**src/ewe_pkg.sv**
```systemverilog
// shared constants and carrier types for the eee wake error register slice
package ewe_pkg;

	localparam int NPORT = 2;
	localparam logic [3:0] PORT_FIRST = 4'h3;
	localparam logic [3:0] PORT_LAST = 4'h4;

	// byte-wide indirect access window
	localparam logic [7:0] ADDR_SEL = 8'h6e;
	localparam logic [7:0] ADDR_OFF = 8'h6f;
	localparam logic [7:0] ADDR_DATA = 8'ha0;
	localparam logic [2:0] TBL_EEE = 3'h1;

	// byte offsets inside the per-port eee register space
	localparam logic [7:0] OFF_CAP_HI = 8'h28;
	localparam logic [7:0] OFF_CAP_LO = 8'h29;
	localparam logic [7:0] OFF_CNT_HI = 8'h2a;
	localparam logic [7:0] OFF_CNT_LO = 8'h2b;

	localparam int CAP_BIT = 1;
	localparam logic CAP_RST = 1'b1;
	localparam logic [15:0] CNT_RST = 16'h0000;
	localparam logic [15:0] CNT_MAX = 16'hffff;

	// timing: wake error threshold 20.5 us, kept in ns
	localparam int CLK_PERIOD_NS = 8;
	localparam int WAKE_THR_NS = 20500;
	localparam logic [15:0] WAKE_THR_CYC = 16'(WAKE_THR_NS / CLK_PERIOD_NS);

	typedef struct packed {
		logic [7:0] addr;
		logic wr;
		logic rd;
		logic [7:0] wdata;
	} ewe_req_t;

	typedef struct packed {
		logic [2:0] tbl;
		logic fill;
		logic [3:0] port;
	} ewe_sel_t;

	typedef struct packed {
		logic cap;
		logic [15:0] cnt;
		logic [7:0] shadow;
		logic waking;
		logic [15:0] wcnt;
		logic lpi_prev;
	} ewe_port_t;

	typedef struct packed {
		ewe_sel_t sel;
		logic [7:0] off;
		logic [15:0] thr;
		logic [7:0] rdata;
		ewe_port_t [NPORT-1:0] port;
	} ewe_state_t;

endpackage

```
**src/ewe_regs.sv**
```systemverilog
// per-port eee capability bit and wake-up error counter behind the indirect window
`timescale 1ns/1ns

//////////////////////////////////////////////////////////////////////////////
// Summary of operation
// - capability bit 1, read/write, resets set
// - count each qualifying wake by exactly one
// - wake counts only if longer than threshold
// - default threshold is 20.5 microseconds
// - reading counter clears it; resets zero
// - select port 3 or 4; counter high 0x2a
// - selected byte appears at data address 0xa0
module ewe_regs import ewe_pkg::*; (
	input wire logic core_clk_i,
	input wire logic rstn_i,
	input wire ewe_req_t reg_req_i,
	output logic [7:0] reg_rdata_o,
	input wire logic [NPORT-1:0] lpi_i,
	input wire logic [NPORT-1:0] idle_i,
	input wire logic thr_wr_i,
	input wire logic [15:0] thr_cyc_i,
	output logic [NPORT-1:0] cap_o
);

	logic [1:0] rst_sync_q;
	logic rst_n;
	ewe_state_t s_q;
	ewe_state_t s_d;
	logic sel_ok;
	logic pidx;
	logic [NPORT-1:0] err_evt;
	logic [NPORT-1:0] clr_evt;

	//////////////////////////////////////////////////////////////////////////////
	// reset release through two flops
	always_ff @(posedge core_clk_i or negedge rstn_i) begin
		if (!rstn_i) begin
			rst_sync_q <= 2'h0;
		end else begin
			rst_sync_q <= {rst_sync_q[0], 1'b1};
		end
	end
	assign rst_n = rst_sync_q[1];

	//////////////////////////////////////////////////////////////////////////////
	always_comb begin
		s_d = s_q;
		err_evt = '0;
		clr_evt = '0;
		sel_ok = (s_q.sel.tbl == TBL_EEE) && ((s_q.sel.port == PORT_FIRST) || (s_q.sel.port == PORT_LAST));
		pidx = (s_q.sel.port == PORT_LAST);
		if (thr_wr_i) begin
			s_d.thr = thr_cyc_i;
		end
		if (reg_req_i.wr) begin
			case (reg_req_i.addr)
				ADDR_SEL: begin
					s_d.sel = reg_req_i.wdata;
				end
				ADDR_OFF: begin
					s_d.off = reg_req_i.wdata;
				end
				ADDR_DATA: begin
					if (sel_ok && s_q.off == OFF_CAP_LO) begin
						s_d.port[pidx].cap = reg_req_i.wdata[CAP_BIT];
					end
				end
				default: begin
				end
			endcase
		end
		if (reg_req_i.rd) begin
			case (reg_req_i.addr)
				ADDR_SEL: begin
					s_d.rdata = s_q.sel;
				end
				ADDR_OFF: begin
					s_d.rdata = s_q.off;
				end
				ADDR_DATA: begin
					s_d.rdata = 8'h00;
					if (sel_ok) begin
						case (s_q.off)
							OFF_CAP_LO: begin
								s_d.rdata = {6'h00, s_q.port[pidx].cap, 1'b0};
							end
							OFF_CNT_HI: begin
								// low byte is frozen so the pair reads coherently
								s_d.rdata = s_q.port[pidx].cnt[15:8];
								s_d.port[pidx].shadow = s_q.port[pidx].cnt[7:0];
								clr_evt[pidx] = 1'b1;
							end
							OFF_CNT_LO: begin
								s_d.rdata = s_q.port[pidx].shadow;
							end
							default: begin
							end
						endcase
					end
				end
				default: begin
					s_d.rdata = 8'h00;
				end
			endcase
		end
		for (int i = 0; i < NPORT; i++) begin
			s_d.port[i].lpi_prev = lpi_i[i];
			if (s_q.port[i].waking) begin
				if (idle_i[i]) begin
					s_d.port[i].waking = 1'b0;
					err_evt[i] = (s_q.port[i].wcnt > s_q.thr);
				end else if (s_q.port[i].wcnt != CNT_MAX) begin
					s_d.port[i].wcnt = s_q.port[i].wcnt + 16'h0001;
				end
			end
			if (s_q.port[i].lpi_prev && !lpi_i[i]) begin
				s_d.port[i].waking = 1'b1;
				s_d.port[i].wcnt = 16'h0000;
			end
			// the event applies after the clear so a coincident error is kept
			if (clr_evt[i]) begin
				s_d.port[i].cnt = CNT_RST;
			end
			if (err_evt[i] && s_d.port[i].cnt != CNT_MAX) begin
				s_d.port[i].cnt = s_d.port[i].cnt + 16'h0001;
			end
		end
	end

	always_ff @(posedge core_clk_i or negedge rst_n) begin
		if (!rst_n) begin
			s_q <= '0;
			s_q.thr <= WAKE_THR_CYC;
			for (int i = 0; i < NPORT; i++) begin
				s_q.port[i].cap <= CAP_RST;
				s_q.port[i].cnt <= CNT_RST;
			end
		end else begin
			s_q <= s_d;
		end
	end

	assign reg_rdata_o = s_q.rdata;
	always_comb begin
		for (int i = 0; i < NPORT; i++) begin
			cap_o[i] = s_q.port[i].cap;
		end
	end

	//////////////////////////////////////////////////////////////////////////////
	// checks
	logic thr_prog_q;
	always_ff @(posedge core_clk_i or negedge rst_n) begin
		if (!rst_n) begin
			thr_prog_q <= 1'b0;
		end else if (thr_wr_i) begin
			thr_prog_q <= 1'b1;
		end
	end

	for (genvar g = 0; g < NPORT; g++) begin : g_chk

	end

	if (1) begin : g_pad
	end
endmodule

```
**config.mk**
```make
export PLATFORM = sky130hd
export DESIGN_NAME = ewe_regs
export DESIGN_NICKNAME = d
export VERILOG_FILES = /design/src/ewe_pkg.sv /design/src/ewe_regs.sv
export SDC_FILE = /design/constraint.sdc
export NUM_CORES = 1
export LEC_CHECK = 0
export BUFFER_PORTS_ARGS = -buffer_cell sky130_fd_sc_hd__buf_2
export CORE_MARGIN = 4
export CORE_UTILIZATION = 55
export DETAILED_ROUTE_END_ITERATION = 10
export GPL_ROUTABILITY_DRIVEN = 0
export PLACE_DENSITY = 0.83
export SLEW_MARGIN = 30
export SYNTH_ARGS = -nofsm -noshare
export SYNTH_HDL_FRONTEND = slang
export SYNTH_SLANG_ARGS = --single-unit
export TNS_END_PERCENT = 20
```
**constraint.sdc**
```tcl
create_clock -name core_clk_i -period 3.7 [get_ports core_clk_i]
set_input_delay 0.185 -clock core_clk_i [delete_from_list [all_inputs] [get_ports core_clk_i]]
set_output_delay 0.185 -clock core_clk_i [all_outputs]
set_load 0.02 [all_outputs]
```
==> impl_results.md, run 1 <==
* Result of the run: finished, final reports clean
* Async SR Flop Fraction at 1.000
* Maximum achievable frequency at 0.3032 GHz
* Number of inserted diodes at 0
* Static leakage at approximately 0.0040 µW
* Synthesized netlist net count at between 800 and 900
* Hold Path Class: input port to flop
* Pin count of the biggest net entering global routing at 56
* Overall overflow remaining after global route at 0
* Syn-to-layout area delta at 16.07%
* Worst setup SP type: flop
* Post-synthesis sequential area ratio at 0.4414
* Count of fill cells added during filler insertion at 928
* Number of DRC violations after detailed routing at 0
* HPWL after detailed placement at around 12000 µm
* Starting density of the core at 0.5692
* Post-CTS setup repair buffer count at 0
* Transition time at the pin with the least slew margin at 0.8766 ns
* Clock-pin slew reported for the worst setup and hold paths after clock tree synthesis at 0.06 ns
* Global-route total usage across every layer at 0.2382
* Netlist area before placement at 7271 µm²
* Cell type contributing the most total cell area after synthesis: dfrtp_1
* Number of cells upsized or downsized after cts at 0
* Drt initial violations at 487
* Placement Cell Area at 7649 µm²
* Worst-case register-to-register setup slack at 0.40 ns
* Yosys cell types at 63
* Synth Register Bits at 128
* Number of port buffers at 50
* Area of the die at around 15000 µm²
* Post-detailed-routing wire length at 16950 µm
* Final cell utilization of the core at 0.6607
* Final worst path period need at 3.298 ns
* Via count of the routed design at 5915
* Row count at 41
* Residual antenna-violating net count after detailed routing at 0
* Post-Syn Instances at about 750
* H-Tree Depth at 4
* Worst slack after detailed placement at 0.3692 ns
* Clock Sinks at between 100 and 150
* Largest fanout on the critical path at 12
* Layout cells sized above 1 at 0.1852
* Number of nets at the end of the flow at 890
* Critical Path Max Stage Delay at ~0.52 ns
* Max Cap Violations at 0
* Number of pins exceeding their max-slew limit in the final report at 0
* Slowest cell on crit path: or4b_1
* Floorplan Core Area at 12770 µm²
* Top Ports at 51
* Post-route setup TNS at 0 ns
* Vias in the first global route at 5832
* CTS Root Buffer Type: clkbuf_16
* Total non-filler cell area in the finished layout at between 8000 and 9000 µm²
* Cell types with the largest area share after synthesis: dfrtp_1 (42%), ha_1 (6.2%), mux2_2 (5.1%), nand2_1 (4.3%), nor2_1 (3.5%)
* Setup repair after global routing missed its margin: no
* Final setup violation count at 0
* Die Ht at between 100 and 150 µm
* Die width at 123.0 µm
* Sort of element at the end of the critical path: flop
* Clock tree from TritonCTS: built
* Most instantiated flip-flop cell in the synthesis netlist: dfrtp_1
* Area fraction of the dominant cell type after synthesis at 0.4233
* Count of flip-flops with a built-in enable after synthesis at 0
* Data required time at the worst endpoint at 4.05 ns
* Wire length per cell at 16.98 µm
* Critical setup path kind: flop to flop
* Wire length of the first global-routing pass at 28440 µm
* Number of antenna violations at the first check in global routing at 0
* Router iterations before antenna repair at 5
* Slack of the critical path at 0.4015 ns
* Count of final hold-check violations at 0
* Fin crit share at 0.8915
* Per-instance average area after synthesis at about 9.7 µm²
* Power per Cell Area at 415.3 nW/µm²
* Number of vias per cell at 5.927
* CP cell instances: nor3b_1 > nand3_2 > or3_1 > and2_1 > ha_1 > and2_1 > o311ai_2 > or4b_1 > or3_1 > a21oi_1
* Maximum clock skew at final layout at 0.009229 ns
* Slew Limit Headroom at 0.4143
* Buffer depth of the longest clock path at 2
* Arrival time of the worst setup path at between 3 and 4 ns
* Number of buffers inserted during clock tree synthesis at 17
* Number of warnings reported in the yosys synthesis log at 0
* Latest clock arrival within the worst-skew pair at 0.42 ns
* Maximum ir drop on the vdd rail at 389.2 µV
[stage by stage]
step / power, µW / hold slack, ns / std cells
finish: 3505 / 0.01128 / 998
global route: 3642 / 0.007780 / 998
CTS: 3521 / 0.0007866 / 998
detailed placement: 1777 / -0.02768 / 949
global placement: 1766 / -0.02879 / 949
floorplan: 1695 / -0.1106 / 753
[final timing paths]
| check | from | to | depth (start not counted) |
|---|---|---|---|
| worst max-delay path | s_q[125]$_DFFE_PN0P_ | s_q[38]$_DFF_PN0_ | 10 |
| worst min-delay path | reg_req_i[5] | s_q[115]$_DFFE_PN0P_ | 2 |
| worst max register to register | s_q[125]$_DFFE_PN0P_ | s_q[38]$_DFF_PN0_ | 10 |
| worst min register to register | rst_sync_q[0]$_DFF_PN0_ | rst_sync_q[1]$_DFF_PN0_ | 0 |
| max in group asynchronous | rst_sync_q[1]$_DFF_PN0_ | s_q[95]$_DFFE_PN1P_ | 1 |
| min in group asynchronous | rstn_i | rst_sync_q[1]$_DFF_PN0_ | 2 |
[per-layer routing]
metal,GRT usage,share of wire,up-vias
met5,0,0,-
met4,0.08028,0.023,0
met3,0.05993,0.061,38
met2,0.3874,0.49,197
met1,0.3131,0.42,2856
li1,-,-,2824
[state kept, by name, summed over array words and instances (netlist names)]
signal / count
rst_sync_q: 2
reg_rdata_o: 8
s_q: 116
cap_o: 2
[worst max-delay path: cells and delay by family (launching register included)]
kind | cells | cell delay [ns]
adders and majority gates | 1 | 0.21
DFF | 1 | 0.39
AOI/OAI and AO/OA | 2 | 0.37
and+or+nand+nor | 7 | 2.25
[synth_stat cells (4+ instances only)]
library cell,n
and4_1,7
a211oi_1,4
buf_4,10
o22ai_1,7
dfstp_2,5
buf_2,4
or3_1,11
a21oi_1,41
dfrtp_1,123
o211ai_1,6
mux2i_1,23
inv_1,30
ha_1,36
xnor2_1,12
nand4_1,32
or4_1,5
nand4b_1,5
nor3_1,9
xor2_1,25
a21o_1,5
nand2_1,84
and3_1,13
nand3_1,31
nor4_1,5
and2_1,13
nor2b_1,8
mux2_2,33
o21ai_0,22
nor2_1,68
o31ai_1,4
clkbuf_1,22
a31oi_1,4
[cells by family after synthesis]
logic type      Yosys count  share of synthesized area
simple gates            316                     0.2316
flops                   128                     0.4414
compound gates          112                    0.09672
buf+inv                  67                    0.04044
mux                      56                    0.08277
xor+xnor                 37                    0.04457
fa+ha+maj                36                    0.06195
other cells               1                  0.0005158
[cell type report]
cell class | instances | area [µm²] | share of cell area
clock buffers | 19 | 452.9 | 0.05367
clock inverters | 13 | 161.4 | 0.01913
inverters | 30 | 112.6 | 0.01334
multi-input cells | 558 | 3781 | 0.4480
flip-flops and latches | 128 | 3213 | 0.3807
well taps | 172 | 215.2 | 0.02550
repair buffers | 78 | 503.0 | 0.05960
[cell usage in the layout, fill, tap and decap left out, drive strengths merged, types with 22 or more instances in the layout]
cell	Yosys	final
dfrtp	123	123
nand2	84	84
nor2	68	68
buf	15	61
a21oi	41	41
ha	36	36
mux2	33	33
nand4	32	32
nand3	32	32
inv	30	31
xor2	25	25
mux2i	23	23
o21ai	22	22
[where the power goes]
group	internal, µW	total [µW]	leakage [µW]	switching [µW]
logic	117	268	0.00196	151
clock network	1090	1740	0.000291	642
registers	1450	1500	0.00170	50.1
total	2660	3500	0.00395	844
[what timing repair did]
action | 4_1_cts | 5_1_grt
endpoints found under the hold margin | 18 | 0
setup endpoints to repair | 0 | 0
hold buffers | 17 | 0
Note: power is estimated with default switching activity, not from simulation.
==> run 2, diff against run 1 <==
MAX_ROUTING_LAYER = met4   (was not set)
==> run 2 against run 1 <==
  * Highest routed layer unchanged
  * Critical endpoint unchanged
  * Final cell count stayed put
  * Sequential share of layout area unchanged
  * Die area unchanged
  * Critical path depth unchanged
  * Wire length down 0.10%
==> impl_results.md, run 2 (synthesis gave the netlist of run 1 again) <==
* Switching share of power at 0.2404
* Number of DRC violations after detailed routing at 0
* Transition time at the pin with the least slew margin at 0.8653 ns
* Post-route setup TNS at 0 ns
* Worst setup SP type: flop
* Starting density of the core at 0.5692
* Static leakage at 0.003954 µW
* HPWL after detailed placement at 11750 µm
* Latest clock arrival within the worst-skew pair at 0.42 ns
* Flip-flop count of the largest register, all copies and words added at 116
* Maximum ir drop on the vdd rail at 388.9 µV
* Sequential cell fraction of total power at 0.428
* Number of buffers inserted during clock tree synthesis at 17
* Row count at 41
* Number of antenna violations at the first check in global routing at 0
* Sort of element at the end of the critical path: flop
* Worst slack after detailed placement at 0.3692 ns
* Drt initial violations at 517
* Data required time at the worst endpoint at 4.04 ns
* Hold Path Class: input port to flop
* Final worst path period need at 3.322 ns
* Wire length of the first global-routing pass at 28420 µm
* Number of inserted diodes at 0
* Post-CTS setup repair buffer count at 0
* Switch Pwr at approximately 840 µW
* Top Ports at just over 50
* Floorplan Core Area at roughly 13000 µm²
* Setup repair after global routing missed its margin: no
* Area of the die at about 15000 µm²
* Maximum clock skew at final layout at roughly 0.0095 ns
* Placement Cell Area at between 7000 and 8000 µm²
* Maximum achievable frequency at 0.3010 GHz
* Number of port buffers at 50
* Die width at 123.0 µm
* Overall overflow remaining after global route at 0
* Fin crit share at 0.8978
* Pin count of the biggest net entering global routing at 56
* Arrival time of the worst setup path at 3.66 ns
* Total non-filler cell area in the finished layout at 8439 µm²
* Number of nets at the end of the flow at 890
* CTS Root Buffer Type: clkbuf_16
* Clock share of power at 0.495
* Final cell utilization of the core at 0.6607
* Number of vias per cell at approximately 6.0
* Residual antenna-violating net count after detailed routing at 0
* Buffer depth of the longest clock path at 2
* Final setup violation count at 0
* Power per Cell Area at 415.1 nW/µm²
* Slack of the critical path at around 0.38 ns
* Router iterations before antenna repair at 5
* Count of fill cells added during filler insertion at between 900 and 1000
* Vias in the first global route at about 6000
* Most frequent standard cell in the layout excluding fill and tap cells: dfrtp_1
* Result of the run: finished, final reports clean
* Critical setup path kind: flop to flop
* Syn-to-layout area delta at 16.07%
* Clock tree from TritonCTS: built
* Die Ht at around 120 µm
* Comb power frac at 0.076
* Clock Sinks at 128
* Clock-pin slew reported for the worst setup and hold paths after clock tree synthesis at 0.06 ns
* Layout cells sized above 1 at 0.1852
* Most frequent cells in the layout: dfrtp_1 (122), nand2_1 (84), nor2_1 (68)
* Slew Limit Headroom at 0.4219
* Register containing the most flip-flops in the final layout: s_q
* Count of final hold-check violations at 0
* Global-route total usage across every layer at 0.2451
* Number of pins exceeding their max-slew limit in the final report at 0
* Largest fanout on the critical path at 12
* Cell internal pwr at 2661 µW
* H-Tree Depth at 4
* Wire length per cell at approximately 17 µm
* Via count of the routed design at slightly below 6000
* Max Cap Violations at 0
* Post-detailed-routing wire length at ~17000 µm
* Overall Power at 3503 µW
[run 2: cell counts in the layout (fill, tap and decap cells not counted)]
Identical to the previous run, type by type.
[run 2: path summary, 6_finish.rpt]
kind | startpoint | to | slack (ns) | cells after the start
max | s_q[125]$_DFFE_PN0P_ | s_q[38]$_DFF_PN0_ | 0.38 | 10
min | reg_req_i[6] | s_q[124]$_DFFE_PN0P_ | 0.01 | 2
max reg2reg | s_q[125]$_DFFE_PN0P_ | s_q[38]$_DFF_PN0_ | 0.38 | 10
min reg2reg | rst_sync_q[0]$_DFF_PN0_ | rst_sync_q[1]$_DFF_PN0_ | 0.35 | 0
max in group asynchronous | rst_sync_q[1]$_DFF_PN0_ | s_q[103]$_DFFE_PN1P_ | 2.46 | 1
min in group asynchronous | rstn_i | rst_sync_q[1]$_DFF_PN0_ | 0.08 | 2
[run 2: critical path, stage by stage, from the launching register on]
cell	delay, ns
dfrtp_1	0.39
nor3b_1	0.37
nand3_2	0.24
or3_1	0.44
and2_1	0.21
ha_1	0.20
and2_1	0.17
o311ai_2	0.23
or4b_1	0.52
or3_1	0.32
a21oi_1	0.15
[run 2: layout make-up]
type                    instances  area (µm²)  area share
multi-input cells             558        3781      0.4480
flip-flops and latches        128        3213      0.3807
repair buffers                 78       503.0     0.05960
clock buffers                  19       452.9     0.05367
well taps                     172       215.2     0.02550
clock inverters                13       161.4     0.01913
inverters                      30       112.6     0.01334
[run 2: timing repair]
item	CTS	global route
hold buffers	17	0
endpoints found under the hold margin	18	0
gates resized for setup	0	0
[run 2: through the flow]
| step | hold slack [ns] | std cells |
|---|---|---|
| 2_1_floorplan | -0.1106 | 753 |
| 3_3_place_gp | -0.02879 | 949 |
| 3_5_place_dp | -0.02768 | 949 |
| 4_1_cts | 0.0007866 | 998 |
| 5_1_grt | 0.007780 | 998 |
| 6_report | 0.01028 | 998 |
[run 2: layer usage]
metal	GRT usage	part of all wire	wire length, µm
met1	0.3131	0.42	7155
met2	0.3881	0.49	8344
met3	0.05901	0.063	1061
met4	0.08028	0.022	370
met5	-	0	0
[run 2: power groups by stage]
stage / Clock (µW) / Combinational (µW) / Sequential (µW)
6_report: 1730 / 268 / 1500
5_1_grt: 1830 / 303 / 1510
4_1_cts: 1750 / 267 / 1500
3_5_place_dp: 0 / 252 / 1530
3_3_place_gp: 0 / 242 / 1520
2_1_floorplan: 0 / 173 / 1520
==> run 3, diff against run 2 <==
==> constraint.sdc (replaced) <==
create_clock -name core_clk_i -period 3.7 [get_ports core_clk_i]
set_input_delay 0.925 -clock core_clk_i [delete_from_list [all_inputs] [get_ports core_clk_i]]
set_output_delay 0.925 -clock core_clk_i [all_outputs]
set_load 0.02 [all_outputs]
==> run 3 against run 2 <==
  * Die area stayed put
  * Utilization fell by 1.2 points
  * Sequential power is essentially flat
==> impl_results.md, run 3 (synthesis gave the netlist of run 1 again) <==
* Quantity of hold-fixing buffers added after cts at 0
* Number of port buffers at 50
* Count of final hold-check violations at 0
* Top Ports at 51
* Number of antenna violations at the first check in global routing at 0
* Total non-filler cell area in the finished layout at 8288 µm²
* Sort of element at the end of the critical path: flop
* Fin crit share at 0.8842
* CTS Root Buffer Type: clkbuf_16
* Number of cells upsized or downsized after cts at 0
* Wire length per cell at 17.43 µm
* Vias in the first global route at 5903
* Router iterations before antenna repair at 5
* Hold Path Class: input port to asynchronous set/reset pin
* Pin count of the biggest net entering global routing at 51
* Number of pins exceeding their max-slew limit in the final report at 0
* Latest clock arrival within the worst-skew pair at 0.43 ns
* Register containing the most flip-flops in the final layout: s_q
* Post-CTS setup repair buffer count at 0
* Buffer depth of the longest clock path at 2
* Arrival time of the worst setup path at ~3.6 ns
* Area of the die at 15120 µm²
* Flip-flop count of the largest register, all copies and words added at 116
* Non-filler instance count after layout at a little under 1000
* Clock tree from TritonCTS: built
* Critical setup path kind: input port to flop
* Placement Cell Area at 7694 µm²
* Number of inserted diodes at 0
* Met2 wire length at 8424 µm
* H-Tree Depth at 4
* Start point of the critical path: reg_req_i[10]
* Final setup violation count at 0
* Data required time at the worst endpoint at 4.01 ns
* Clock-pin slew reported for the worst setup and hold paths after clock tree synthesis at 0.06 ns
* Number of vias per cell at 6.029
* Floorplan Core Area at ~13000 µm²
* Max Cap Violations at 0
* Result of the run: finished, final reports clean
* Power per Cell Area at 416.6 nW/µm²
* Via count of the routed design at 5951
* Count of fill cells added during filler insertion at 1010
* Most frequent cells in the layout: dfrtp_1 (122), nand2_1 (84), nor2_1 (68)
* Worst setup SP type: input port
* Syn-to-layout area delta at 13.99%
* Kind of cell adding the most delay to the critical path: simple AND/OR/NAND/NOR gates
* Slew Limit Headroom at 0.3715
* Layout cells sized above 1 at 0.1926
* Post-detailed-routing wire length at about 17000 µm
* Largest fanout on the critical path at 6
* Number of nets at the end of the flow at 879
* Met3 routed WL at 1104 µm
* Wire length of the first global-routing pass at roughly 29000 µm
* Critical path depth in cells at 13
* Global-route total usage across every layer at 0.2503
* Most frequent standard cell in the layout excluding fill and tap cells: dfrtp_1
* Multi-input gate area in the final layout at 3780 µm²
* Drt initial violations at 451
* Highest metal used: met4
* Die width at 123.0 µm
* Final worst path period need at 3.272 ns
* Maximum clock skew at final layout at 0.006467 ns
* Worst-case register-to-register setup slack at 0.61 ns
* Slowest cell on crit path: nor4_2
* Row count at between 40 and 50
* Post-route setup TNS at 0 ns
* Depth of the most critical reg-to-reg path at 10
* HPWL after detailed placement at 12140 µm
* Worst r2r src: s_q[110]$_DFFE_PN0P_
* Final cell utilization of the core at 0.6488
* Number of DRC violations after detailed routing at 0
* Static leakage at roughly 0.0039 µW
* FF-to-FF End: s_q[38]$_DFF_PN0_
* CP Buf/Inv Count at 2
* CP cell instances: buf_2 > nor4_2 > nand3_2 > buf_4 > or2_2 > and2_1 > ha_1 > nand2_1 > nor4_1 > a21oi_1 > and3_1 > nand4_1 > xor2_1
* Setup repair after global routing missed its margin: no
* Starting density of the core at 0.5692
* Die Ht at 123.0 µm
* Maximum achievable frequency at 0.3057 GHz
* Critical Path Max Stage Delay at 0.42 ns
* Overall overflow remaining after global route at 0
* Met1 Wirelength at between 7000 and 8000 µm
* Sequential cell area in the final layout at 3213 µm²
* Clock Sinks at 128
* Maximum ir drop on the vdd rail at around 320 µV
* Transition time at the pin with the least slew margin at between 0.9 and 1 ns
* # placed instances at 955
* Number of buffers inserted during clock tree synthesis at 17
* Residual antenna-violating net count after detailed routing at 0
## run 3: per-stage QoR
step                      worst slack, ns  power, µW  hold WS, ns
after global routing               0.2989       3590       0.2588
final                              0.4285       3453       0.2687
after floorplan                   0.03367       1695       0.3311
after CTS                          0.4409       3475       0.2623
after global placement            0.09223       1768       0.3350
after detailed placement          0.05125       1781       0.3387
## run 3: per-layer routing
layer	GRT usage	vias to the layer above
li1	-	2805
met1	0.3175	2890
met2	0.4011	216
met3	0.05718	40
met4	0.08235	0
met5	-	-
## run 3: how the worst max path moves through the flow
stage	to	slack (ns)
final	s_q[74]$_DFF_PN0_	0.43
after floorplan	s_q[38]$_DFF_PN0_	0.03
after detailed placement	s_q[38]$_DFF_PN0_	0.05
after CTS	s_q[38]$_DFF_PN0_	0.44
after global routing	s_q[82]$_DFF_PN0_	0.30
after global placement	s_q[38]$_DFF_PN0_	0.09
## run 3: where the power goes
part | internal [µW] | switching (µW)
Sequential | 1450 | 51.0
Clock | 1070 | 619
Combinational | 109 | 156
Total | 2630 | 826
## run 3: layout make-up
cell class / count / share of cell area
clock buffer: 20 / 0.05389
clock inverter: 12 / 0.01721
inverter: 30 / 0.01359
multi-input combinational: 558 / 0.4561
sequential: 128 / 0.3877
tap: 172 / 0.02597
timing repair buffer: 67 / 0.04559
